$ cat src/lse_map.vh
// constants for the logic, swap, lookup and exclusive-or execute block
`ifndef LSE_MAP_VH
`define LSE_MAP_VH
`define LSE_OP_TEST_RM 7'h42
`define LSE_OP_TEST_IMM 7'h7b
`define LSE_OP_TEST_ACC 7'h54
`define LSE_OP_SWAP_RM 7'h43
`define LSE_OP_SWAP_ACC 5'h12
`define LSE_OP_LOOKUP 8'hd7
`define LSE_OP_WAIT 8'h9b
`define LSE_OP_NOP 8'h90
`define LSE_OP_XOR_RM 6'h0c
`define LSE_OP_XOR_IMM 6'h20
`define LSE_OP_XOR_ACC 7'h1a
`define LSE_REG_TEST 3'h0
`define LSE_REG_XOR 3'h6
`define LSE_MOD_REG 2'h3
`define LSE_WAIT_BASE 8'h03
`define LSE_WAIT_POLL 8'h05
`define LSE_LOOKUP_CLKS 8'h0b
`define LSE_ACC_IDX 3'h0
`endif

$ cat src/lse_exec.v
// execute unit for test, wait, swap, table lookup and exclusive-or
`include "lse_map.vh"
module lse_exec (
  input wire CLK_SYS,
  input wire RESETN,
  input wire START,
  input wire [7:0] OPCODE,
  input wire [7:0] MODRM,
  input wire [15:0] IMM,
  input wire LOCK_PREFIX,
  input wire TEST_RELEASE_N,
  input wire [15:0] EA_ADDR,
  input wire [15:0] REG_RDATA,
  input wire [15:0] REG_RDATA_B,
  input wire [15:0] ACC_WORD,
  input wire [15:0] TABLE_BASE,
  input wire MEM_DONE,
  input wire [15:0] MEM_RDATA,
  output wire BUSY,
  output reg DONE,
  output reg ILLEGAL,
  output reg [2:0] REG_RADDR,
  output reg [2:0] REG_RADDR_B,
  output reg REG_WE,
  output reg [2:0] REG_WADDR,
  output reg REG_WWIDE,
  output reg [15:0] REG_WDATA,
  output reg REG_WE_B,
  output reg [2:0] REG_WADDR_B,
  output reg [15:0] REG_WDATA_B,
  output reg MEM_REQ,
  output reg MEM_WR,
  output reg MEM_WIDE,
  output reg [15:0] MEM_ADDR,
  output reg [15:0] MEM_WDATA,
  output reg BUS_LOCK,
  output reg FLAGS_WE,
  output reg CARRY_FLAG,
  output reg OVERFLOW_FLAG,
  output reg PARITY_FLAG,
  output reg SIGN_FLAG,
  output reg ZERO_FLAG
);
  localparam S_IDLE = 3'h0;
  localparam S_RD = 3'h1;
  localparam S_WR = 3'h2;
  localparam S_WAIT = 3'h3;
  localparam S_CNT = 3'h4;
  localparam S_FIN = 3'h5;
  localparam S_PAD = 3'h6;

  localparam K_TEST = 2'h0;
  localparam K_XOR = 2'h1;
  localparam K_SWAP = 2'h2;
  localparam K_LOOK = 2'h3;

  reg [2:0] st_q;
  reg [1:0] kind_q;
  reg wide_q;
  reg to_reg_q;
  reg mem_q;
  reg use_imm_q;
  reg [15:0] imm_q;
  reg [2:0] reg_q;
  reg [2:0] rm_q;
  reg [7:0] cnt_q;
  reg [15:0] res_q;
  reg [15:0] tmp_q;
  reg rel_s1_q;
  reg rel_s2_q;

  // even parity over the low byte only, as the flag is defined
  function parity_of;
    input [7:0] v;
    begin
      parity_of = ~^v;
    end
  endfunction

  // AND and XOR share one flag update; width picks the sign bit
  task set_logic_flags;
    input [15:0] r;
    input w;
    begin
      FLAGS_WE <= 1'b1;
      CARRY_FLAG <= 1'b0;
      OVERFLOW_FLAG <= 1'b0;
      PARITY_FLAG <= parity_of(r[7:0]);
      SIGN_FLAG <= w ? r[15] : r[7];
      ZERO_FLAG <= w ? (r == 16'h0000) : (r[7:0] == 8'h00);
    end
  endtask

  assign BUSY = (st_q != S_IDLE);

  wire is_test_rm = (OPCODE[7:1] == `LSE_OP_TEST_RM);
  wire is_test_imm = (OPCODE[7:1] == `LSE_OP_TEST_IMM) && (MODRM[5:3] == `LSE_REG_TEST);
  wire is_test_acc = (OPCODE[7:1] == `LSE_OP_TEST_ACC);
  wire is_swap_rm = (OPCODE[7:1] == `LSE_OP_SWAP_RM);
  // swapping the accumulator with itself changes nothing, so it ends at once
  wire is_swap_acc = (OPCODE[7:3] == `LSE_OP_SWAP_ACC) && (OPCODE != `LSE_OP_NOP);
  wire is_nop = (OPCODE == `LSE_OP_NOP);
  wire is_look = (OPCODE == `LSE_OP_LOOKUP);
  wire is_wait = (OPCODE == `LSE_OP_WAIT);
  wire is_xor_rm = (OPCODE[7:2] == `LSE_OP_XOR_RM);
  wire is_xor_imm = (OPCODE[7:2] == `LSE_OP_XOR_IMM) && (MODRM[5:3] == `LSE_REG_XOR);
  wire is_xor_acc = (OPCODE[7:1] == `LSE_OP_XOR_ACC);
  wire modrm_mem = (MODRM[7:6] != `LSE_MOD_REG);
  wire w_bit = OPCODE[0];

  always @* begin
    REG_RADDR = START ? MODRM[5:3] : reg_q;
    REG_RADDR_B = START ? MODRM[2:0] : rm_q;
    if (START && is_swap_acc) begin
      REG_RADDR_B = OPCODE[2:0];
    end
  end

  function [15:0] opsel;
    input [15:0] v;
    input w;
    begin
      opsel = w ? v : {8'h00, v[7:0]};
    end
  endfunction

  always @(posedge CLK_SYS) begin
    rel_s1_q <= ~TEST_RELEASE_N;
    rel_s2_q <= rel_s1_q;
    if (!RESETN) begin
      st_q <= S_IDLE;
      kind_q <= K_TEST;
      wide_q <= 1'b0;
      to_reg_q <= 1'b0;
      mem_q <= 1'b0;
      use_imm_q <= 1'b0;
      imm_q <= 16'h0000;
      reg_q <= 3'h0;
      rm_q <= 3'h0;
      cnt_q <= 8'h00;
      res_q <= 16'h0000;
      tmp_q <= 16'h0000;
      DONE <= 1'b0;
      ILLEGAL <= 1'b0;
      REG_WE <= 1'b0;
      REG_WADDR <= 3'h0;
      REG_WWIDE <= 1'b0;
      REG_WDATA <= 16'h0000;
      REG_WE_B <= 1'b0;
      REG_WADDR_B <= 3'h0;
      REG_WDATA_B <= 16'h0000;
      MEM_REQ <= 1'b0;
      MEM_WR <= 1'b0;
      MEM_WIDE <= 1'b0;
      MEM_ADDR <= 16'h0000;
      MEM_WDATA <= 16'h0000;
      BUS_LOCK <= 1'b0;
      FLAGS_WE <= 1'b0;
      CARRY_FLAG <= 1'b0;
      OVERFLOW_FLAG <= 1'b0;
      PARITY_FLAG <= 1'b0;
      SIGN_FLAG <= 1'b0;
      ZERO_FLAG <= 1'b0;
      rel_s1_q <= 1'b0;
      rel_s2_q <= 1'b0;
    end else begin
      DONE <= 1'b0;
      ILLEGAL <= 1'b0;
      REG_WE <= 1'b0;
      REG_WE_B <= 1'b0;
      FLAGS_WE <= 1'b0;
      case (st_q)
        S_IDLE: begin
          if (START) begin
            wide_q <= w_bit;
            imm_q <= IMM;
            reg_q <= MODRM[5:3];
            rm_q <= MODRM[2:0];
            mem_q <= modrm_mem;
            use_imm_q <= 1'b0;
            to_reg_q <= 1'b0;
            cnt_q <= 8'h00;
            if (is_test_rm || is_test_imm || is_xor_rm || is_xor_imm || is_swap_rm) begin
              kind_q <= (is_test_rm || is_test_imm) ? K_TEST : (is_swap_rm ? K_SWAP : K_XOR);
              use_imm_q <= is_test_imm || is_xor_imm;
              to_reg_q <= is_xor_rm && OPCODE[1];
              tmp_q <= opsel((is_test_imm || is_xor_imm) ? IMM : REG_RDATA, w_bit);
              res_q <= opsel(REG_RDATA_B, w_bit);
              if (modrm_mem) begin
                MEM_REQ <= 1'b1;
                MEM_WR <= 1'b0;
                MEM_WIDE <= w_bit;
                MEM_ADDR <= EA_ADDR;
                BUS_LOCK <= is_swap_rm && LOCK_PREFIX;
                st_q <= S_RD;
              end else begin
                st_q <= S_FIN;
              end
            end else if (is_test_acc || is_xor_acc) begin
              kind_q <= is_test_acc ? K_TEST : K_XOR;
              to_reg_q <= 1'b1;
              reg_q <= `LSE_ACC_IDX;
              use_imm_q <= 1'b1;
              tmp_q <= opsel(IMM, w_bit);
              res_q <= opsel(ACC_WORD, w_bit);
              st_q <= S_FIN;
            end else if (is_swap_acc) begin
              REG_WE <= 1'b1;
              REG_WWIDE <= 1'b1;
              REG_WADDR <= `LSE_ACC_IDX;
              REG_WDATA <= REG_RDATA_B;
              REG_WE_B <= 1'b1;
              REG_WADDR_B <= OPCODE[2:0];
              REG_WDATA_B <= ACC_WORD;
              DONE <= 1'b1;
            end else if (is_nop) begin
              DONE <= 1'b1;
            end else if (is_look) begin
              kind_q <= K_LOOK;
              MEM_REQ <= 1'b1;
              MEM_WR <= 1'b0;
              MEM_WIDE <= 1'b0;
              MEM_ADDR <= TABLE_BASE + {8'h00, ACC_WORD[7:0]};
              cnt_q <= 8'h01;
              st_q <= S_RD;
            end else if (is_wait) begin
              cnt_q <= `LSE_WAIT_BASE - 8'h01;
              st_q <= S_CNT;
            end else begin
              ILLEGAL <= 1'b1;
              DONE <= 1'b1;
            end
          end
        end
        S_RD: begin
          if (cnt_q != 8'h00) begin
            cnt_q <= cnt_q + 8'h01;
          end
          if (MEM_DONE) begin
            MEM_REQ <= 1'b0;
            if (kind_q == K_LOOK) begin
              REG_WADDR <= `LSE_ACC_IDX;
              REG_WWIDE <= 1'b0;
              REG_WDATA <= {ACC_WORD[15:8], MEM_RDATA[7:0]};
              st_q <= S_PAD;
            end else begin
              res_q <= opsel(MEM_RDATA, wide_q);
              st_q <= S_FIN;
            end
          end
        end
        S_PAD: begin
          // own state, so a later wait never inherits the lookup's kind
          cnt_q <= cnt_q + 8'h01;
          if (cnt_q >= `LSE_LOOKUP_CLKS - 8'h01) begin
            REG_WE <= 1'b1;
            DONE <= 1'b1;
            cnt_q <= 8'h00;
            st_q <= S_IDLE;
          end
        end
        S_CNT: begin
          // release is looked at only once per polling step
          if (cnt_q > 8'h01) begin
            cnt_q <= cnt_q - 8'h01;
          end else if (rel_s2_q) begin
            DONE <= 1'b1;
            st_q <= S_IDLE;
          end else begin
            cnt_q <= `LSE_WAIT_POLL;
            st_q <= S_WAIT;
          end
        end
        S_WAIT: begin
          cnt_q <= cnt_q - 8'h01;
          if (cnt_q == 8'h02) begin
            st_q <= S_CNT;
          end
        end
        S_FIN: begin
          if (kind_q == K_TEST) begin
            set_logic_flags(res_q & tmp_q, wide_q);
            DONE <= 1'b1;
            st_q <= S_IDLE;
          end else if (kind_q == K_XOR) begin
            set_logic_flags(res_q ^ tmp_q, wide_q);
            if (to_reg_q || !mem_q) begin
              REG_WE <= 1'b1;
              REG_WWIDE <= wide_q;
              REG_WADDR <= to_reg_q ? reg_q : rm_q;
              REG_WDATA <= res_q ^ tmp_q;
              DONE <= 1'b1;
              st_q <= S_IDLE;
            end else begin
              MEM_REQ <= 1'b1;
              MEM_WR <= 1'b1;
              MEM_WDATA <= res_q ^ tmp_q;
              st_q <= S_WR;
            end
          end else begin
            REG_WE <= 1'b1;
            REG_WWIDE <= wide_q;
            REG_WADDR <= reg_q;
            REG_WDATA <= res_q;
            if (mem_q) begin
              MEM_REQ <= 1'b1;
              MEM_WR <= 1'b1;
              MEM_WDATA <= tmp_q;
              st_q <= S_WR;
            end else begin
              REG_WE_B <= 1'b1;
              REG_WADDR_B <= rm_q;
              REG_WDATA_B <= tmp_q;
              DONE <= 1'b1;
              st_q <= S_IDLE;
            end
          end
        end
        S_WR: begin
          if (MEM_DONE) begin
            MEM_REQ <= 1'b0;
            MEM_WR <= 1'b0;
            BUS_LOCK <= 1'b0;
            DONE <= 1'b1;
            st_q <= S_IDLE;
          end
        end
        default: begin
          st_q <= S_IDLE;
        end
      endcase
    end
  end
endmodule // lse_exec

$ cat config.mk
export PLATFORM = sky130hd
export DESIGN_NAME = lse_exec
export DESIGN_NICKNAME = d
export VERILOG_FILES = /design/src/lse_exec.v
export VERILOG_INCLUDE_DIRS = /design/src
export SDC_FILE = /design/constraint.sdc
export NUM_CORES = 1
export LEC_CHECK = 0
export BUFFER_PORTS_ARGS = -buffer_cell sky130_fd_sc_hd__buf_2
export CAP_MARGIN = 20
export CELL_PAD_IN_SITES_DETAIL_PLACEMENT = 1
export CELL_PAD_IN_SITES_GLOBAL_PLACEMENT = 2
export CORE_MARGIN = 2
export CORE_UTILIZATION = 28
export DETAILED_ROUTE_END_ITERATION = 10
export PLACE_DENSITY = 0.85
export SYNTH_ARGS = -nofsm -noshare
export SYNTH_HDL_FRONTEND = slang
export SYNTH_SLANG_ARGS = --single-unit
$ cat constraint.sdc
create_clock -name CLK_SYS -period 2.2 [get_ports CLK_SYS]
set_input_delay 0.44 -clock CLK_SYS [delete_from_list [all_inputs] [get_ports CLK_SYS]]
set_output_delay 0.44 -clock CLK_SYS [all_outputs]
set_load 0.01 [all_outputs]
Word level (Yosys, flattened, before mapping):

Cells that the tools add are included.
W data, S select, Z words.

* bits in registers: 140
* input port bits: 134
* output and inout bits: 92
* word-level logic and storage cells: 343

* $add $sub $neg: 3
* $lt $le $gt $ge: 2
* eq/ne operators: 61
* muxes and demuxes: 184
* bitwise operators: 7
* reductions and logical operators: 54

Operators with widths (number)
* $mux W16: 38
* $mux W3: 37
* $mux W1: 73
* $pmux W16 S2: 2
* $pmux W16 S3: 1
* $ne A2 B2 Y1 const B: 21
* $mux W8: 5
* $pmux W8 S5: 1
* $mux W2: 17
* $logic_not A16 Y1: 2
* $ne A3 B3 Y1 const B: 10
* $eq A7 B7 Y1 const B: 4
* $eq A8 B8 Y1 const B: 3
* $reduce_and A11 Y1: 2
* $pmux W3 S7: 1
* $reduce_and A9 Y1: 2
* $add A16 B8 Y16: 1
* $and A16 B16 Y16: 1
* $logic_not A8 Y1: 2
* $reduce_xnor A8 Y1: 2
* $xor A16 B16 Y16: 1
* $reduce_and A5 Y1: 3
* $reduce_bool A3 Y1: 5
* $reduce_bool A2 Y1: 7
* 39 further kinds: 70

Depth between registers and ports, before layout:

Gate-level depths: netlist of run 1.

* depth in word-level cells: 9
* gate-level depth with buffers: 9
* gate-level depth less buffers: 9

Least setup slack after synthesis of run 1:

Ideal clock, no wire load.

* path kind: in2reg
* from: input port ACC_WORD[0]
* to: register MEM_ADDR[14]
* library setup time: 0.131 ns
* arrival: 2.077 ns
* data required time: 2.069 ns
* setup slack: -0.008 ns
* stages: 9
* buffers on the path: 0
* cell sequence: ha_1 -> inv_1 -> fa_1 -> nand2b_1 -> a21oi_1 -> nor2_1 -> o31a_1 -> o2111ai_1 -> o211ai_1

* cells in the longest elaborated chain, start to end: 6

Ends and longest elaborated chain
* start, declared: line lse_exec.v:15 `input wire [15:0] ACC_WORD,`
* $add A16 B8 Y16: line lse_exec.v:223 `MEM_ADDR <= TABLE_BASE + {8'h00, ACC_WORD[7:0]};`
* $mux W16: line lse_exec.v:218 `end else if (is_look) begin`
* $mux W16: line lse_exec.v:216 `end else if (is_nop) begin`
* $mux W16: line lse_exec.v:207 `end else if (is_swap_acc) begin`
* $mux W16: line lse_exec.v:199 `end else if (is_test_acc || is_xor_acc) begin`
* $mux W16: line lse_exec.v:183 `if (is_test_rm || is_test_imm || is_xor_rm || is_xor_imm || is_swap_rm) begin`
* end signal, assigned: line lse_exec.v:223
* end, declared: line lse_exec.v:34 `output reg [15:0] MEM_ADDR,`

No other way between the ends. The select of a mux whose other input is x is not followed.
A chain may end at the register's enable or synchronous reset.

Worst setup path in the final report of run 1:

* from: register st_q[1]
* to: output port BUSY

* cells in the longest elaborated chain, start to end: 1

Ends and longest elaborated chain
* start, declared: line lse_exec.v:57 `reg [2:0] st_q;`
* start signal, assigned: line lse_exec.v:131 `st_q <= S_IDLE;`
* start signal, assigned: line lse_exec.v:195 `st_q <= S_RD;`
* start signal, assigned: line lse_exec.v:197 `st_q <= S_FIN;`
* $reduce_bool A3 Y1: line lse_exec.v:94 `assign BUSY = (st_q != S_IDLE);`
* end, declared: line lse_exec.v:19 `output wire BUSY,`

No other way between the ends.

==> results.md, run 1 <==
* GPL Wtd Cong at 0.897
* FP Rows at 64
* Synth unique cells at 88
* Non-filler cells, final at 1795
* Setup Skew at 0.0175 ns
* CTS tree: yes
* Chip width at roughly 180 um
* Layout cells sized above 1 at 0.330
* Initial antenna violation count at 4
* Max Clk Rate at about 0.46 GHz
* Number of H-tree levels at 4
* Final hold viol count at 0
* PortBufs at 223
* Initial core utilization at 0.284
* Post-synth EDFFs at 0
* Placed instance area at about 11000 um2
* Nets at roughly 1.6k
* RSZ-0062 raised after global routing: true
* Min Clock Period, post-route at approximately 2.2 ns
* Status: finished, final reports clean
* I/O pin count at around 230
* Die Ht at between 150 and 200 um
* Synth Flop Type: dfxtp_1
* Tcrit/Tclk final at 0.978
* Via count at a little under 10k
* Share of the synthesized area in the top cell type at 0.320
* Worst Path Arrival at roughly 1.7 ns
* Synth Instances at around 1.1k
* Worst-Skew Late Latency at approximately 0.44 ns
* Clock Path Buffers at 2
* Commonest non-fill, non-tap cells in the layout: buf_2 (223), nand2_1 (142), dfxtp_1 (138)
* Final setup viols at 0
* Critical path origin: st_q[1]
* First-pass GRT wire length at 57.2 mm
* Final slew viol count at 0
* Peak supply drop at roughly 530 uV
* # hold bufs at CTS at 0
* WL/cell at 20.7 um
* Total track usage at 0.223
* Clock root buffer master: clkbuf_16
* Crit path kind: flip-flop to primary output
* Vias per cell at 5.45
* Core Box Area at a little over 30000 um2
* Synth Area per Inst at 8.02 um2
* Die Area at 32500 um2
* Critical Path Start Type: flip-flop
* Worst slew margin at 0.453
* FF+latch area at ~2800 um2
* P_leak at 0.00505 uW
* Commonest non-fill, non-tap cell in the layout: buf_2
* TritonRoute pass-1 iters at 5
* Synth top area cells: dfxtp_1 (32%), nand2_1 (6.1%), ha_1 (5.5%)
* CTS Buf Count at 17
* Power density over the cells at between 500 and 600 nW/um2
* Post-synthesis sequential area ratio at 0.320
* Maxcap violations at 0
* Synth area leader: dfxtp_1
* HPWL Detailed at around 29 mm
* Warning count from the yosys run at 0
* Actual slew at the worst max-slew pin at ~0.82 ns
* Fill count at approximately 3.8k
* Clock Sinks at between 100 and 150
* Seq cells post-synth at around 140
* CP endpoint kind: primary output
* DRT iter0 DRCs at between 600 and 700
* Post-Place Cells at 1760
* Reg clk slew, reported paths at 0.07 ns
* Grt ovf at 0
* Synthesized area at 8690 um2
* Worst Hold Class: primary input to flip-flop
* Maximum fanout along the worst path at 27
* Post-DRT Antenna Nets at 0
* Area grow syn2layout at 35.9%
* Largest net degree at the start of global routing at 40
* Async S/R FF share, synth at 0
* Reg2reg start: st_q[0]
* Vias in the first global route at between 10k and 15k
* Footprint of the multi-input gates at between 5000 and 6000 um2
* Worst Hold Launch: TEST_RELEASE_N
* Final instance area at 11800 um2
* DRT Wirelength at between 30 and 40 mm
* DRC at 0
* Required @ worst endpoint at ~1.8 ns
-- final cells by class --
class	instances	area share
clock inverters	15	0.0150
flip-flops and latches	139	0.236
repair buffers	370	0.201
clock buffers	17	0.0360
well taps	396	0.0420
multi-input cells	822	0.459
diodes	1	0.000212
inverters	35	0.0111
-- worst max-delay path, stage by stage (launching register included) --
cell and delay (ns):
dfxtp_1 0.45, buf_12 0.21, nor3_2 0.06, buf_4 0.17, inv_1 0.19, buf_2 0.18
-- synthesized netlist by cell type (all sizes together), types with 8 or more instances --
cell     count
a211oi      19
a21oi       72
a221oi      12
a2bb2oi     10
a311oi      44
a31oi       11
and3         8
buf         34
clkbuf      54
dfxtp      139
ha          38
inv         34
mux2i       32
nand2      143
nand2b      14
nand3       41
nor2       102
nor3        35
nor4        13
o211ai      22
o21ai       52
o2bb2ai      8
o32ai       11
o41ai        9
or3         10
xnor2       13
-- metal layers --
metal | track usage | share of wire | wire (um) | vias up
li1 | - | - | - | 4619
met1 | 0.283 | 0.44 | 16300 | 4804
met4 | 0.0694 | 0.022 | 805 | 2
met5 | 0 | 0.00035 | 13 | -
met2 | 0.384 | 0.49 | 18000 | 306
met3 | 0.0394 | 0.053 | 1970 | 54
-- power breakdown --
part | internal (uW) | switching [uW]
Combinational | 467 | 614
Clock | 1630 | 1410
Sequential | 2570 | 49.4
Total | 4660 | 2070
-- repair_timing --
| item | CTS | global route |
|---|---|---|
| cloned | 0 | 0 |
| setup endpoints to repair | 4 | 20 |
| buffers inserted | 1 | 1 |
| resized for setup | 1 | 13 |
| pin swaps | 0 | 1 |
-- final timing paths --
check	slack, ns	cells past startpoint	to
worst max register to register	0.13	6	res_q[15]
worst min-delay path	0.16	2	rel_s1_q
worst min register to register	0.44	1	rel_s2_q
worst max-delay path	0.05	5	BUSY
-- metrics by stage --
stage	total power, uW	util	TNS (ns)	worst slack [ns]	hold slack, ns
finish	6730	0.386	0	0.0491	0.159
global route	6950	0.386	-0.0335	-0.0269	0.163
CTS	6750	0.384	0	0.0300	0.147
detailed placement	3740	0.364	-11.65	-0.308	0.430
global placement	3710	0.364	-9.29	-0.221	0.425
floorplan	3200	-	0	0.0363	0.412
-- cells by family after synthesis --
kind of cell / synth area share
xor+xnor: 0.0161
other cells: 0.000432
compound gates: 0.282
mux: 0.0446
flops: 0.320
fa+ha+maj: 0.0570
simple gates: 0.216
buf+inv: 0.0632
-- registers in the layout (all words and copies together) (netlist names), 2 cells and up --
signal and flops:
MEM_ADDR 16, MEM_WDATA 16, REG_WADDR 3, REG_WADDR_B 3, REG_WDATA 16, REG_WDATA_B 16, cnt_q 8, kind_q 2
reg_q 3, res_q 16, rm_q 3, st_q 3, tmp_q 16
Power figures use the tool's default switching activity.
==> run 2, diff against run 1 <==
--- a/config.mk
+++ b/config.mk
@@ -13,7 +13,7 @@
 export CORE_MARGIN = 2
 export CORE_UTILIZATION = 28
 export DETAILED_ROUTE_END_ITERATION = 10
-export PLACE_DENSITY = 0.85
+export PLACE_DENSITY = 0.88
 export SYNTH_ARGS = -nofsm -noshare
 export SYNTH_HDL_FRONTEND = slang
 export SYNTH_SLANG_ARGS = --single-unit
==> results.md, run 2 (synthesized netlist as in run 1, its figures left out) <==
* WL/cell at just over 20 um
* P_leak at approximately 0.005 uW
* TritonRoute pass-1 iters at 5
* Vias per cell at roughly 5.5
* DRT Wirelength at between 30 and 40 mm
* Total track usage at 0.225
* PortBufs at 223
* Core Box Area at between 30000 and 40000 um2
* Required @ worst endpoint at approximately 1.8 ns
* GPL Wtd Cong at 0.901
* Clock Path Buffers at 2
* Setup Skew at 0.0125 ns
* Critical Path Start Type: primary input
* Post-route setup TNS at 0 ns
* Worst Path Arrival at 1.68 ns
* Worst-Skew Late Latency at between 0.4 and 0.5 ns
* Grt ovf at 0
* Clock root buffer master: clkbuf_16
* Final hold viol count at 0
* Number of H-tree levels at 4
* Die Area at roughly 32000 um2
* Post-layout util at 0.384
* Max Clk Rate at ~0.47 GHz
* Final slew viol count at 0
* Clock Sinks at around 140
* Power density over the cells at between 500 and 600 nW/um2
* Area grow syn2layout at 35.1%
* Initial antenna violation count at 2
* CP endpoint kind: primary output
* DRT iter0 DRCs at 577
* DRC at 0
* Commonest non-fill, non-tap cell in the layout: buf_2
* Post-DRT Antenna Nets at 0
* Final instance area at 11700 um2
* Initial core utilization at 0.284
* Fill count at roughly 3.8k
* Crit path kind: primary input to primary output
* Layout cells sized above 1 at 0.327
* Maximum fanout along the worst path at 7
* Reg clk slew, reported paths at ~0.07 ns
* Vias in the first global route at ~10k
* Tcrit/Tclk final at 0.962
* Maxcap violations at 0
* Min Clock Period, post-route at between 2 and 2.5 ns
* Placed instance area at about 11000 um2
* HPWL Detailed at between 20 and 30 mm
* Largest net degree at the start of global routing at 45
* I/O pin count at between 200 and 250
* Status: finished, final reports clean
* CTS Buf Count at 17
* Chip width at 180 um
* Via count at just under 10k
* Final setup viols at 0
* Worst slew margin at 0.533
* Worst Hold Class: primary input to flip-flop
* Nets at 1547
* CTS tree: yes
* Actual slew at the worst max-slew pin at 0.695 ns
* # hold bufs at CTS at 0
* Die Ht at 180 um
* Commonest non-fill, non-tap cells in the layout: buf_2 (223), nand2_1 (142), dfxtp_1 (137)
* FP Rows at 64
* Peak supply drop at about 550 uV
* First-pass GRT wire length at 57.8 mm
[run 2: changes by cell type in the layout (fill, tap and decap cells not counted), sizes merged]
cell / change
inv: +2
clkinvlp: +1
buf: -11
clkinv: -3
[run 2: final timing paths]
kind / start / endpoint / cells after the start / slack (ns)
setup / recovery: OPCODE[5] / REG_RADDR_B[2] / 8 / 0.08
hold / removal: TEST_RELEASE_N / rel_s1_q / 2 / 0.15
setup reg to reg: cnt_q[7] / st_q[1] / 8 / 0.10
hold reg to reg: rel_s1_q / rel_s2_q / 1 / 0.44
[run 2: metrics by stage]
step	total power [uW]	instances	worst slack, ns	hold slack (ns)
3_5_place_dp	3730	1747	-0.314	0.423
5_1_grt	6920	1783	-0.0306	0.136
2_1_floorplan	3200	1084	0.0363	0.412
3_3_place_gp	3700	1747	-0.220	0.416
6_report	6640	1784	0.0830	0.153
4_1_cts	6690	1780	0.0208	0.138
[run 2: critical path, cell delays in order]
cell and delay (ns):
buf_2 0.11, buf_4 0.16, nor3_4 0.20, o31a_1 0.20, buf_6 0.13, mux2i_1 0.18
a21oi_1 0.10, buf_2 0.15
[run 2: cell type report]
type,count,area [um2],share of cell area
Antenna cell,1,2.50,0.000213
Tap cell,396,495,0.0422
Inverter,35,131,0.0112
Clock inverter,15,153,0.0130
Clock buffer,17,425,0.0362
Timing Repair Buffer,359,2300,0.196
Sequential cell,139,2790,0.237
Multi-Input combinational cell,822,5440,0.463
[run 2: what timing repair did]
item,4_1_cts,5_1_grt
resized for setup,0,15
gates cloned,0,0
setup buffers,1,3
pin swaps,0,1
setup endpoints to repair,3,28
[run 2: where the power goes]
group | total [uW] | switching, uW | internal [uW]
Clock | 2940 | 1340 | 1600
Sequential | 2620 | 55.0 | 2570
Combinational | 1070 | 607 | 464
[run 2: metal layers]
metal	GRT usage	up-vias	routed length, um
met5	0	-	27
li1	-	4593	-
met4	0.0884	4	1220
met2	0.382	315	17700
met3	0.0447	79	2120
met1	0.279	4776	15900
==> run 3, diff against run 2 <==
==> constraint.sdc (replaced) <==
create_clock -name CLK_SYS -period 2.2 [get_ports CLK_SYS]
set_input_delay 0.44 -clock CLK_SYS [delete_from_list [all_inputs] [get_ports CLK_SYS]]
set_output_delay 0.44 -clock CLK_SYS [all_outputs]
set_load 0.005 [all_outputs]
==> results.md, run 3 (synthesized netlist as in run 1, its figures left out) <==
* Status: finished, final reports clean
* Critical path destination: REG_RADDR_B[2]
* Final hold viol count at 0
* Number of H-tree levels at 4
* R2r endpoint: st_q[1]
* Clock Sinks at approximately 140
* Reg2Reg Depth at 8
* Post-route setup TNS at 0 ns
* FP Rows at 64
* CTS tree: yes
* CP endpoint kind: primary output
* Peak supply drop at between 500 and 600 uV
* CTS Buf Count at 17
* Crit path kind: primary input to primary output
* I/O pin count at 226
* Via count at just under 10k
* DRT Wirelength at around 37 mm
* # hold bufs at CTS at 0
* Layout cells sized above 1 at 0.325
* Power density over the cells at ~580 nW/um2
* Commonest non-fill, non-tap cell in the layout: buf_2
* Maxcap violations at 0
* Grt ovf at 0
* Maximum fanout along the worst path at 5
* First-pass GRT wire length at 58.1 mm
* Crit-path leading delay family: buffers and inverters
* Worst-Skew Late Latency at around 0.43 ns
* Initial core utilization at 0.284
* PortBufs at roughly 220
* Total track usage at 0.225
* Die Ht at about 180 um
* Crit path buf inv count at 3
* Setup Skew at between 0.01 and 0.015 ns
* Post-Place Cells at roughly 1.7k
* Slowest CP cell: o31a_1
* WL/cell at roughly 21 um
* Chip width at around 180 um
* Required @ worst endpoint at between 1.5 and 2 ns
* Die Area at around 32000 um2
* Core Box Area at a little over 30000 um2
* Worst slew margin at 0.540
* DRC at 0
* R2r setup slk at 0.11 ns
* Cell depth of the worst setup path at 8
* GPL Wtd Cong at ~0.90
* DRT iter0 DRCs at just under 600
* Worst Path Arrival at around 1.7 ns
* P_leak at 0.00501 uW
* Reg2reg start: cnt_q[7]
* Critical path origin: OPCODE[3]
* Largest net degree at the start of global routing at 45
* Critical Path Start Type: primary input
* Clock root buffer master: clkbuf_16
* TritonRoute pass-1 iters at 5
* Final slew viol count at 0
* Vias per cell at around 5.5
* Tcrit/Tclk final at 0.968
* Nets at 1545
* Footprint of the multi-input gates at between 5000 and 6000 um2
* Worst Hold Class: primary input to flip-flop
* Fill count at between 3k and 4k
* Most common cell on crit path: buf_2
* Post-DRT Antenna Nets at 0
* Vias in the first global route at about 10k
* Final setup viols at 0
* CP cell instances: buf_2 > nand2b_4 > nor3_4 > o31a_1 > buf_6 > mux2i_1 > a21oi_1 > buf_2
* Area grow syn2layout at 35.4%
* Actual slew at the worst max-slew pin at approximately 0.69 ns
* Max Clk Rate at between 0.4 and 0.5 GHz
* Clock Path Buffers at 2
* Non-filler cells, final at 1782
* Commonest non-fill, non-tap cells in the layout: buf_2 (223), nand2_1 (142), dfxtp_1 (137)
* Reg clk slew, reported paths at about 0.07 ns
* Initial antenna violation count at 1
* Min Clock Period, post-route at ~2.1 ns
* HPWL Detailed at ~29 mm
* FF+latch area at 2790 um2
* CP peak stage delay at approximately 0.22 ns
[run 3: cell count changes in the layout (fill, tap and decap cells not counted), sizes merged]
| cell | before | now |
|---|---|---|
| bufinv | 1 | 2 |
| buf | 359 | 357 |
| clkinvlp | 2 | 1 |
| clkinv | 2 | 4 |
| inv | 45 | 43 |
[run 3: what timing repair did]
item | CTS | global route
pin swaps | 0 | 2
setup buffers | 1 | 2
endpoints found under the setup margin | 4 | 27
gates resized for setup | 1 | 15
[run 3: report_power, final]
group          switching (uW)  internal (uW)  total (uW)
combinational             593            458        1050
sequential               54.1           2570        2620
clock                    1380           1740        3120
total                    2030           4770        6790
[run 3: final cells by class]
class	instances	area share
Timing Repair Buffer	357	0.195
Clock inverter	15	0.0167
Sequential cell	139	0.237
Antenna cell	1	0.000213
Tap cell	396	0.0421
Multi-Input combinational cell	822	0.462
Clock buffer	17	0.0362
Inverter	35	0.0114
[run 3: metal layers]
metal | vias up | global-route usage | wire (um)
met3 | 68 | 0.0398 | 1970
met2 | 328 | 0.387 | 18000
met4 | 0 | 0.0835 | 1240
li1 | 4593 | - | -
met1 | 4760 | 0.280 | 16100
met5 | - | 0 | 0
[run 3: how the worst min path moves through the flow]
stage	start	cells after the start	end
after floorplan	rel_s1_q	1	rel_s2_q
after global placement	rel_s1_q	1	rel_s2_q
after detailed placement	rel_s1_q	1	rel_s2_q
after CTS	TEST_RELEASE_N	2	rel_s1_q
after global routing	TEST_RELEASE_N	2	rel_s1_q
final	TEST_RELEASE_N	2	rel_s1_q
[run 3: metrics by stage]
| stage | power [uW] | util | worst slack, ns | hold slack (ns) | area (um2) |
|---|---|---|---|---|---|
| 6_report | 6790 | 0.384 | 0.0715 | 0.150 | 11800 |
| 4_1_cts | 6830 | 0.382 | 0.0157 | 0.140 | 11700 |
| 3_5_place_dp | 3710 | 0.362 | -0.332 | 0.425 | 11100 |
| 3_3_place_gp | 3680 | 0.362 | -0.222 | 0.417 | 11100 |
| 2_1_floorplan | 3180 | - | 0.0363 | 0.412 | 8700 |
| 5_1_grt | 7030 | 0.384 | -0.0123 | 0.151 | 11800 |
